## config.mk

```make
export PLATFORM = sky130hd
export DESIGN_NAME = ebpm_pin_mux
export DESIGN_NICKNAME = d
export VERILOG_FILES = /design/src/ebpm_pkg.sv /design/src/ebpm_pin_mux.sv
export VERILOG_INCLUDE_DIRS = /design/src
export SDC_FILE = /design/constraint.sdc
export NUM_CORES = 1
export LEC_CHECK = 0
export BUFFER_PORTS_ARGS = -buffer_cell sky130_fd_sc_hd__buf_2
export CAP_MARGIN = 15
export CORE_MARGIN = 2
export CORE_UTILIZATION = 40
export CTS_CLUSTER_SIZE = 25
export DETAILED_ROUTE_END_ITERATION = 8
export PLACE_DENSITY = 0.63
export SYNTH_ARGS = -nofsm -noshare
export SYNTH_HDL_FRONTEND = slang
export SYNTH_SLANG_ARGS = --single-unit
```

## constraint.sdc

```tcl
create_clock -name clock -period 2.7 [get_ports clock]
set_clock_uncertainty 0.05 [all_clocks]
set_input_delay 0.54 -clock clock [delete_from_list [all_inputs] [get_ports clock]]
set_output_delay 0.54 -clock clock [all_outputs]
set_load 0.01 [all_outputs]
```

## src/ebpm_regs.svh

```systemverilog
`ifndef EBPM_REGS_SVH
`define EBPM_REGS_SVH

// ----------------------------------------
// Register byte addresses
// ----------------------------------------
`define EBPM_ADDR_MODE      12'h000
`define EBPM_ADDR_SEL_DATA  12'h004
`define EBPM_ADDR_SEL_ADDR  12'h008
`define EBPM_ADDR_SEL_CTRL  12'h00c
`define EBPM_ADDR_PORT_OUT  12'h010
`define EBPM_ADDR_PORT_OE   12'h014
`define EBPM_ADDR_PORT_IN   12'h018
`define EBPM_ADDR_STATUS    12'h01c
`define EBPM_ADDR_PORT_OUT2 12'h020
`define EBPM_ADDR_PORT_OE2  12'h024
`define EBPM_ADDR_PORT_IN2  12'h028

// ----------------------------------------
// Field positions and reset values
// ----------------------------------------
`define EBPM_MODE_WIDE_BIT  0
`define EBPM_MODE_SINGLE_BIT 1
`define EBPM_MODE_EOP_BIT   2
`define EBPM_MODE_RST       32'h0000_0000
`define EBPM_SEL_RST        32'hffff_ffff
`define EBPM_ZERO32         32'h0000_0000

// Control pin positions within the control select word
`define EBPM_CTL_RDY  0
`define EBPM_CTL_ACK  1
`define EBPM_CTL_REQ  2
`define EBPM_CTL_RD   3
`define EBPM_CTL_WRU  4
`define EBPM_CTL_WRL  5
`define EBPM_CTL_A24  6

// Pin group positions within select, port and data words
`define EBPM_MID_LSB    16
`define EBPM_TOP_LSB    24
`define EBPM_MID_P2_LSB 8
`define EBPM_LANE_PINS  8
`define EBPM_ADDR_PINS  24
`define EBPM_CTL_PINS   6

`endif

```

## src/ebpm_pkg.sv

```systemverilog
`default_nettype none

package ebpm_pkg;

  // Bus ownership states
  typedef enum logic [1:0] {
    EBPM_OWN      = 2'b00,
    EBPM_RELEASED = 2'b01
  } ebpm_own_e;

  // Whole register state of the block
  typedef struct packed {
    logic [31:0] mode;
    logic [31:0] selData;
    logic [31:0] selAddr;
    logic [31:0] selCtrl;
    logic [31:0] portOut;
    logic [31:0] portOe;
    logic [31:0] portOut2;
    logic [31:0] portOe2;
    logic [31:0] prdata;
    logic [31:0] padIn1;
    logic [31:0] padIn2;
    logic [31:0] padSync1;
    logic [31:0] padSync2;
    logic        reset2;
    ebpm_own_e   own;
  } ebpm_state_s;

endpackage : ebpm_pkg

`default_nettype wire

```

## src/ebpm_pin_mux.sv

```systemverilog
// Notes on behaviour
// - Middle data lane pins become port pins in 8-bit width or single chip mode.
// - Top data lane bits 24 to 31 travel on their own eight pins while the bus is active, each pin reusable as a port when deselected.
// - Address bits 0 to 15 drive their pins, each pin falling back to port use when unneeded.
// - Address bits 16 to 23 drive their pins, each reusable as a port when unneeded.
// - The address bit 24 pin carries the DMA channel 0 end output when enabled, else address or port.
// - A low ready input stretches the current external cycle until it goes high again.
// - The release acknowledge is low while the bus is released and high while it is owned.
// - The read strobe drives its pin for reads and the pin reverts to port use when unused.
// - The upper write strobe qualifies bits 31-24 in both widths, the lower only in 16-bit mode.
// - The lower write strobe pin floats during reset; boards using 16-bit width add a pull-up.
`default_nettype none
`include "ebpm_regs.svh"

module ebpm_pin_mux
  import ebpm_pkg::*;
(
  // Clock and reset
  input  wire logic        clock,
  input  wire logic        resetn,
  // APB slave
  input  wire logic        psel,
  input  wire logic        penable,
  input  wire logic        pwrite,
  input  wire logic [11:0] paddr,
  input  wire logic [31:0] pwdata,
  output logic      [31:0] prdata,
  output logic             pready,
  output logic             pslverr,
  // Bus controller side
  input  wire logic [31:0] busDataOut,
  input  wire logic        busDataDrive,
  output logic      [31:0] busDataIn,
  input  wire logic [24:0] busAddr,
  input  wire logic        busReadStrobe_n,
  input  wire logic        busWriteUpper_n,
  input  wire logic        busWriteLower_n,
  input  wire logic        dmaCh0TransferEnd,
  output logic             busCycleHold,
  output logic             busReleased,
  input  wire logic        busIdle,
  // data_lane_mid / port_group_two pins
  input  wire logic [7:0]  data_lane_mid_in,
  output logic      [7:0]  data_lane_mid_out,
  output logic      [7:0]  data_lane_mid_oe_n,
  // data_lane_top / port_group_three pins
  input  wire logic [7:0]  data_lane_top_in,
  output logic      [7:0]  data_lane_top_out,
  output logic      [7:0]  data_lane_top_oe_n,
  // addr_low_bits and addr_high_bits pins
  input  wire logic [23:0] addr_bits_in,
  output logic      [23:0] addr_bits_out,
  output logic      [23:0] addr_bits_oe_n,
  // addr_top_bit / dma_ch0_transfer_end_out pin
  input  wire logic        addr_top_bit_in,
  output logic             addr_top_bit_out,
  output logic             addr_top_bit_oe_n,
  // Control pins, index per control select word
  input  wire logic [5:0]  ctrl_pin_in,
  output logic      [5:0]  ctrl_pin_out,
  output logic      [5:0]  ctrl_pin_oe_n
);

  // ----------------------------------------
  // State
  // ----------------------------------------
  ebpm_state_s st;
  ebpm_state_s next_st;

  logic        apbWrite;
  logic        apbRead;
  logic        wide;
  logic        single;
  logic [31:0] padRaw1;
  logic [31:0] padRaw2;
  logic [31:0] statusWord;
  logic        busPins;
  logic        useMid;
  logic        useTop;
  logic        useA24;
  logic        useRead;
  logic        useWrUpper;
  logic        useWrLower;
  logic        dataDrive;
  logic        busDrive;

  // ----------------------------------------
  // Helper functions
  // ----------------------------------------
  // Write data into a register on address match
  function automatic logic [31:0] regWr(input logic [31:0] cur, input logic hit, input logic [31:0] wd);
    regWr = hit ? wd : cur;
  endfunction : regWr

  // Pick pin drive: bus function or port function
  function automatic logic [1:0] pinMux(input logic useBus, input logic busVal, input logic busDrv,
                                        input logic portVal, input logic portOe);
    pinMux = useBus ? {busVal, ~busDrv} : {portVal, ~portOe};
  endfunction : pinMux

  // ----------------------------------------
  // Combinational decode
  // ----------------------------------------
  assign apbWrite = psel && penable && pwrite;
  assign apbRead  = psel && !penable && !pwrite;
  assign wide     = st.mode[`EBPM_MODE_WIDE_BIT];
  assign single   = st.mode[`EBPM_MODE_SINGLE_BIT];

  // ----------------------------------------
  // Input pad sampling
  // ----------------------------------------
  // Pins are asynchronous to the clock; both words pass two flops before use
  assign padRaw1  = {data_lane_top_in, addr_bits_in};
  assign padRaw2  = {16'h0000, data_lane_mid_in, 1'b0, addr_top_bit_in, ctrl_pin_in};

  // ----------------------------------------
  // Next state
  // ----------------------------------------
  // Next state: register writes, read capture, pad sync, bus ownership
  always_comb begin
    next_st          = st;
    next_st.selData  = regWr(st.selData,  apbWrite && paddr == `EBPM_ADDR_SEL_DATA,  pwdata);
    next_st.selAddr  = regWr(st.selAddr,  apbWrite && paddr == `EBPM_ADDR_SEL_ADDR,  pwdata);
    next_st.selCtrl  = regWr(st.selCtrl,  apbWrite && paddr == `EBPM_ADDR_SEL_CTRL,  pwdata);
    next_st.portOut  = regWr(st.portOut,  apbWrite && paddr == `EBPM_ADDR_PORT_OUT,  pwdata);
    next_st.portOe   = regWr(st.portOe,   apbWrite && paddr == `EBPM_ADDR_PORT_OE,   pwdata);
    next_st.portOut2 = regWr(st.portOut2, apbWrite && paddr == `EBPM_ADDR_PORT_OUT2, pwdata);
    next_st.portOe2  = regWr(st.portOe2,  apbWrite && paddr == `EBPM_ADDR_PORT_OE2,  pwdata);
    next_st.mode     = regWr(st.mode,     apbWrite && paddr == `EBPM_ADDR_MODE,      pwdata);
    // Two-stage pad synchronisers; only the second stage is read
    next_st.padSync1 = padRaw1;
    next_st.padIn1   = st.padSync1;
    next_st.padSync2 = padRaw2;
    next_st.padIn2   = st.padSync2;
    // Reset release marker; lower strobe stays floating until first clocked cycle
    next_st.reset2   = 1'b1;
    // Hand bus over only between cycles; keep it while request stays high
    case (st.own)
      EBPM_OWN: begin
        if (st.selCtrl[`EBPM_CTL_REQ] && st.padIn2[`EBPM_CTL_REQ] && busIdle) begin
          next_st.own = EBPM_RELEASED;
        end
      end
      EBPM_RELEASED: begin
        if (!(st.selCtrl[`EBPM_CTL_REQ] && st.padIn2[`EBPM_CTL_REQ])) begin
          next_st.own = EBPM_OWN;
        end
      end
      default: next_st.own = EBPM_OWN;
    endcase
    // Read data captured in the setup cycle, shown in the access cycle
    if (apbRead) begin
      case (paddr)
        `EBPM_ADDR_MODE:      next_st.prdata = st.mode;
        `EBPM_ADDR_SEL_DATA:  next_st.prdata = st.selData;
        `EBPM_ADDR_SEL_ADDR:  next_st.prdata = st.selAddr;
        `EBPM_ADDR_SEL_CTRL:  next_st.prdata = st.selCtrl;
        `EBPM_ADDR_PORT_OUT:  next_st.prdata = st.portOut;
        `EBPM_ADDR_PORT_OE:   next_st.prdata = st.portOe;
        `EBPM_ADDR_PORT_IN:   next_st.prdata = st.padIn1;
        `EBPM_ADDR_STATUS:    next_st.prdata = statusWord;
        `EBPM_ADDR_PORT_OUT2: next_st.prdata = st.portOut2;
        `EBPM_ADDR_PORT_OE2:  next_st.prdata = st.portOe2;
        `EBPM_ADDR_PORT_IN2:  next_st.prdata = st.padIn2;
        default:              next_st.prdata = `EBPM_ZERO32;
      endcase
    end
  end

  // ----------------------------------------
  // State register
  // ----------------------------------------
  // Register the whole state; asynchronous reset to constants
  always_ff @(posedge clock or negedge resetn) begin
    if (!resetn) begin
      st          <= '0;
      st.mode     <= `EBPM_MODE_RST;
      st.selData  <= `EBPM_SEL_RST;
      st.selAddr  <= `EBPM_SEL_RST;
      st.selCtrl  <= `EBPM_SEL_RST;
      st.own      <= EBPM_OWN;
    end else begin
      st <= next_st;
    end
  end

  // ----------------------------------------
  // APB answer
  // ----------------------------------------
  // Zero wait state slave; unmapped reads return zero without error
  assign pready  = 1'b1;
  assign pslverr = 1'b0;
  assign prdata  = st.prdata;

  // ----------------------------------------
  // Pin function selection
  // ----------------------------------------
  // Single chip mode frees the data, address and strobe pins; the middle lane also needs 16-bit width
  assign busPins    = !single;
  assign useMid     = busPins && wide;
  assign useTop     = busPins;
  // Each control pin also needs its own select bit
  assign useA24     = busPins && st.selCtrl[`EBPM_CTL_A24];
  assign useRead    = busPins && st.selCtrl[`EBPM_CTL_RD];
  assign useWrUpper = busPins && st.selCtrl[`EBPM_CTL_WRU];
  assign useWrLower = busPins && wide && st.selCtrl[`EBPM_CTL_WRL];
  // The other master owns a released bus, so no data or address pin may drive
  assign dataDrive  = busDataDrive && !busReleased;
  assign busDrive   = !busReleased;

  // ----------------------------------------
  // Pin multiplexing
  // ----------------------------------------
  // Middle lane: bus only in 16-bit width outside single chip mode
  always_comb begin
    for (int i = 0; i < `EBPM_LANE_PINS; i++) begin
      {data_lane_mid_out[i], data_lane_mid_oe_n[i]} = pinMux(useMid && st.selData[`EBPM_MID_LSB + i],
                                                             busDataOut[`EBPM_MID_LSB + i], dataDrive,
                                                             st.portOut2[`EBPM_MID_P2_LSB + i],
                                                             st.portOe2[`EBPM_MID_P2_LSB + i]);
    end
  end

  // Top lane: present in every bus mode
  always_comb begin
    for (int i = 0; i < `EBPM_LANE_PINS; i++) begin
      {data_lane_top_out[i], data_lane_top_oe_n[i]} = pinMux(useTop && st.selData[`EBPM_TOP_LSB + i],
                                                             busDataOut[`EBPM_TOP_LSB + i], dataDrive,
                                                             st.portOut[`EBPM_TOP_LSB + i],
                                                             st.portOe[`EBPM_TOP_LSB + i]);
    end
  end

  // Address bits 0 to 23; outputs when used as address unless the bus is released
  always_comb begin
    for (int i = 0; i < `EBPM_ADDR_PINS; i++) begin
      {addr_bits_out[i], addr_bits_oe_n[i]} = pinMux(busPins && st.selAddr[i],
                                                     busAddr[i], busDrive,
                                                     st.portOut[i], st.portOe[i]);
    end
  end

  // Address bit 24 pin: DMA end output has priority over the address
  always_comb begin
    if (st.mode[`EBPM_MODE_EOP_BIT]) begin
      addr_top_bit_out  = dmaCh0TransferEnd;
      addr_top_bit_oe_n = 1'b0;
    end else begin
      {addr_top_bit_out, addr_top_bit_oe_n} = pinMux(useA24,
                                                     busAddr[`EBPM_ADDR_PINS], busDrive,
                                                     st.portOut2[`EBPM_CTL_A24], st.portOe2[`EBPM_CTL_A24]);
    end
  end

  // Control pins; ready and request are inputs in bus use
  always_comb begin
    // Port function first; each bus use below overrides its own pin
    for (int i = 0; i < `EBPM_CTL_PINS; i++) begin
      {ctrl_pin_out[i], ctrl_pin_oe_n[i]} = {st.portOut2[i], ~st.portOe2[i]};
    end
    // Ready and request only listen while selected
    if (st.selCtrl[`EBPM_CTL_RDY]) begin
      ctrl_pin_out[`EBPM_CTL_RDY]  = 1'b0;
      ctrl_pin_oe_n[`EBPM_CTL_RDY] = 1'b1;
    end
    if (st.selCtrl[`EBPM_CTL_REQ]) begin
      ctrl_pin_out[`EBPM_CTL_REQ]  = 1'b0;
      ctrl_pin_oe_n[`EBPM_CTL_REQ] = 1'b1;
    end
    // Acknowledge level follows ownership in every mode
    if (st.selCtrl[`EBPM_CTL_ACK]) begin
      ctrl_pin_out[`EBPM_CTL_ACK]  = st.own != EBPM_RELEASED;
      ctrl_pin_oe_n[`EBPM_CTL_ACK] = 1'b0;
    end
    // Strobes float while the other master owns the bus
    if (useRead) begin
      ctrl_pin_out[`EBPM_CTL_RD]  = busReadStrobe_n;
      ctrl_pin_oe_n[`EBPM_CTL_RD] = busReleased;
    end
    if (useWrUpper) begin
      ctrl_pin_out[`EBPM_CTL_WRU]  = busWriteUpper_n;
      ctrl_pin_oe_n[`EBPM_CTL_WRU] = busReleased;
    end
    if (useWrLower) begin
      ctrl_pin_out[`EBPM_CTL_WRL]  = busWriteLower_n;
      ctrl_pin_oe_n[`EBPM_CTL_WRL] = busReleased;
    end
    // Lower strobe stays off until the first edge after reset
    if (!st.reset2) begin
      ctrl_pin_oe_n[`EBPM_CTL_WRL] = 1'b1;
    end
  end

  // ----------------------------------------
  // Bus controller status
  // ----------------------------------------
  // Low ready stretches the cycle; unused ready pin never stalls
  assign busCycleHold = st.selCtrl[`EBPM_CTL_RDY] && !single && !st.padIn2[`EBPM_CTL_RDY];
  assign busReleased  = st.own == EBPM_RELEASED;
  assign busDataIn    = {st.padIn1[`EBPM_TOP_LSB +: `EBPM_LANE_PINS],
                         st.padIn2[`EBPM_MID_P2_LSB +: `EBPM_LANE_PINS], 16'h0000};
  // Status word: bit 1 cycle held, bit 0 bus released
  assign statusWord   = {30'h0000_0000, busCycleHold, busReleased};

endmodule : ebpm_pin_mux

`default_nettype wire

```

==> summary.md <==
| Metric | Value |
|---|---|
| Worst-path fanout max | `9` |
| Layout cells sized above 1 | `0.522` |
| Total of max-cap violations | `0` |
| Max incr delay on CP | `0.43 ns` |
| First-pass GRT wire length | `87800 um` |
| Leak Pwr | `10.6 nW` |
| Die height | `~220 um` |
| Residual DRC | `0` |
| Synth Register Bits | `between 300 and 400` |
| GRT Overall Usage | `0.252` |
| Final Setup Violations | `0` |
| WL final | `between 50000 and 60000 um` |
| Vias in the first global route | `13100` |
| Final setup margin | `0.0489 ns` |
| Die width | `217 um` |
| Htree depth | `2` |
| CTS sink count | `384` |
| Setup tns final | `0 ns` |
| Max-slew violations | `0` |
| Fin nets | `1841` |
| Via Count | `12800` |
| Port bufs | `286` |
| CP delay by family, top | `flip-flops` |
| FILL cells | `4000` |
| Netlist Area Pre-Place | `18200 um2` |
| Pin slew with the least headroom to its limit | `0.562 ns` |
| GRT overflow | `0` |
| Initial Util | `0.403` |
| CTS tree | `done` |
| Final HPWL DP | `42000 um` |
| Initial antenna violation count | `5` |
| Distinct cell type count after synthesis | `73` |
| Primary FF master, synth | `dfrtp_1` |
| Startpoint Class | `flop` |
| Synthesis-to-finish area growth | `21.5%` |
| Clock Tree Buf Depth | `3` |
| # IOs | `321` |
| Overall Power | `12.5 mW` |
| Cts bufs inserted | `42` |
| Die area | `47300 um2` |
| Fraction of registers with async set/reset | `1.00` |
| Final hold violations | `0` |
| Critical path's slowest cell | `dfrtp_1` |
| Dpl cell area | `approximately 21000 um2` |
| Power per cell area | `563 nW/um2` |
| Drt initial violations | `956` |
| Post-CTS setup buffer count | `0` |
| Tcrit/Tclk final | `0.982` |
| EDFF count, synth | `0` |
| Clock transition at path regs | `about 0.07 ns` |
| Vias per cell | `5.53` |
| Largest net degree at the start of global routing | `86` |
| Required time worst endpoint | `2.11 ns` |
| Place WS | `0.0895 ns` |
| GP Congestion | `0.870` |
| Minimum clock period | `2.65 ns` |
| TritonRoute pass-1 iters | `5` |
| Bufs and invs on worst path | `2` |
| Status | `finished, final reports clean` |
| Sequential area share after synthesis | `0.534` |
| Core Area | `45200 um2` |
| Hold Path Class | `input port to flop` |
| Avg WL per Cell | `25.8 um` |
| Setup CP Type | `flop to output port` |
| Post-route ant nets | `0` |
| Data arrival, critical path | `between 2 and 2.5 ns` |
| Synth Instances | `1370` |
| Slew margin rel. | `0.625` |
| Worst skew pair latency | `around 0.58 ns` |
| Post-Syn Area per Cell | `13.3 um2` |
| Yosys warning total | `0` |
| Fin Hold WS | `0.0220 ns` |
| Num rows | `78` |
| Crit path cell chain | `nor2b_1 -> buf_4 -> nand2_1 -> mux2_2 -> buf_2` |
| Unrepaired setup endpoints after global routing | `true` |
| Achievable Freq | `0.377 GHz` |
| Crit path capture type | `output port` |
| VDD IR max | `446 uV` |
| Design Area, Final | `22100 um2` |
| Root buf cell | `clkbuf_16` |
stage by stage:
step                utilization  instances
floorplan                     -       1387
global placement          0.455       2224
detailed placement        0.455       2224
CTS                       0.490       2316
global route              0.490       2316
finish                    0.490       2318
layout by cell type (no fill, tap or decap), drive strengths merged, types with 32 or more instances in the layout:
master	n
nor2	54
o21ai	36
mux2	311
nand2	56
mux2i	79
dfstp	96
clkbuf	66
buf	386
nand2b	32
dfrtp	288
a21oi	38
area by class of cell:
| type | count | area [um2] | share of cell area |
|---|---|---|---|
| diodes | 2 | 5.00 | 0.000226 |
| clock buffers | 66 | 1260 | 0.0570 |
| clock inverters | 12 | 161 | 0.00729 |
| inverters | 7 | 26.3 | 0.00119 |
| multi-input cells | 847 | 7640 | 0.345 |
| flip-flops and latches | 384 | 9730 | 0.440 |
| well taps | 600 | 751 | 0.0339 |
| repair buffers | 400 | 2560 | 0.116 |
repair_timing:
action / CTS / global route
hold buffers: 14 / 0
endpoints found under the hold margin: 36 / 0
setup endpoints to repair: 0 / 3
gates resized for setup: 0 / 1
Yosys cell counts (27+ instances only):
cell type,number,area [um2]
clkbuf_1,28,105
nand2_1,54,203
dfstp_2,96,2520
dfrtp_1,288,7210
a21oi_1,38,190
buf_2,32,160
mux2_2,219,2470
buf_4,71,533
nor2_1,53,199
nand2b_1,32,200
mux2_4,90,1350
o21ai_0,27,135
mux2i_1,79,791
a22oi_1,28,210
worst paths after layout:
path / start / to / slack [ns] / cells after the start
max: single / data_lane_mid_out[5] / 0.05 / 5
min: addr_top_bit_in / next_st[73] / 0.02 / 1
max reg2reg: single / prdata[1] / 0.78 / 6
min reg2reg: next_st[75] / busDataIn[16] / 0.30 / 0
max in group asynchronous: resetn / st[365] / 1.31 / 3
min in group asynchronous: resetn / st[250] / 0.43 / 2
report_power, final:
| part | switching (mW) | leakage, nW | internal, mW |
|---|---|---|---|
| logic | 0.448 | 5.09 | 0.224 |
| clock network | 2.40 | 0.700 | 3.51 |
| registers | 0.0353 | 4.79 | 5.84 |
| total | 2.89 | 10.6 | 9.58 |
logic make-up (layout without fill, tap and decap cells):
| group | count (synthesis) | after routing | share of synthesized area |
|---|---|---|---|
| mux | 399 | 399 | 0.265 |
| flops | 384 | 384 | 0.534 |
| simple gates | 235 | 235 | 0.0735 |
| compound gates | 194 | 194 | 0.0738 |
| buf+inv | 156 | 485 | 0.0531 |
| other cells | 2 | 21 | 0.000412 |
state kept, by name (all words and copies together), names as in the netlist:
signal and cells:
next_st 47, prdata 32, single 1, busDataIn 16
st 288
layer usage:
layer	GRT usage	part of all wire	vias up
li1	-	-	5546
met3	0.0621	0.076	134
met5	0	0.00074	-
met4	0.0943	0.037	6
met2	0.386	0.46	507
met1	0.347	0.43	6637
No activity file was read; power rests on OpenSTA's default activity.
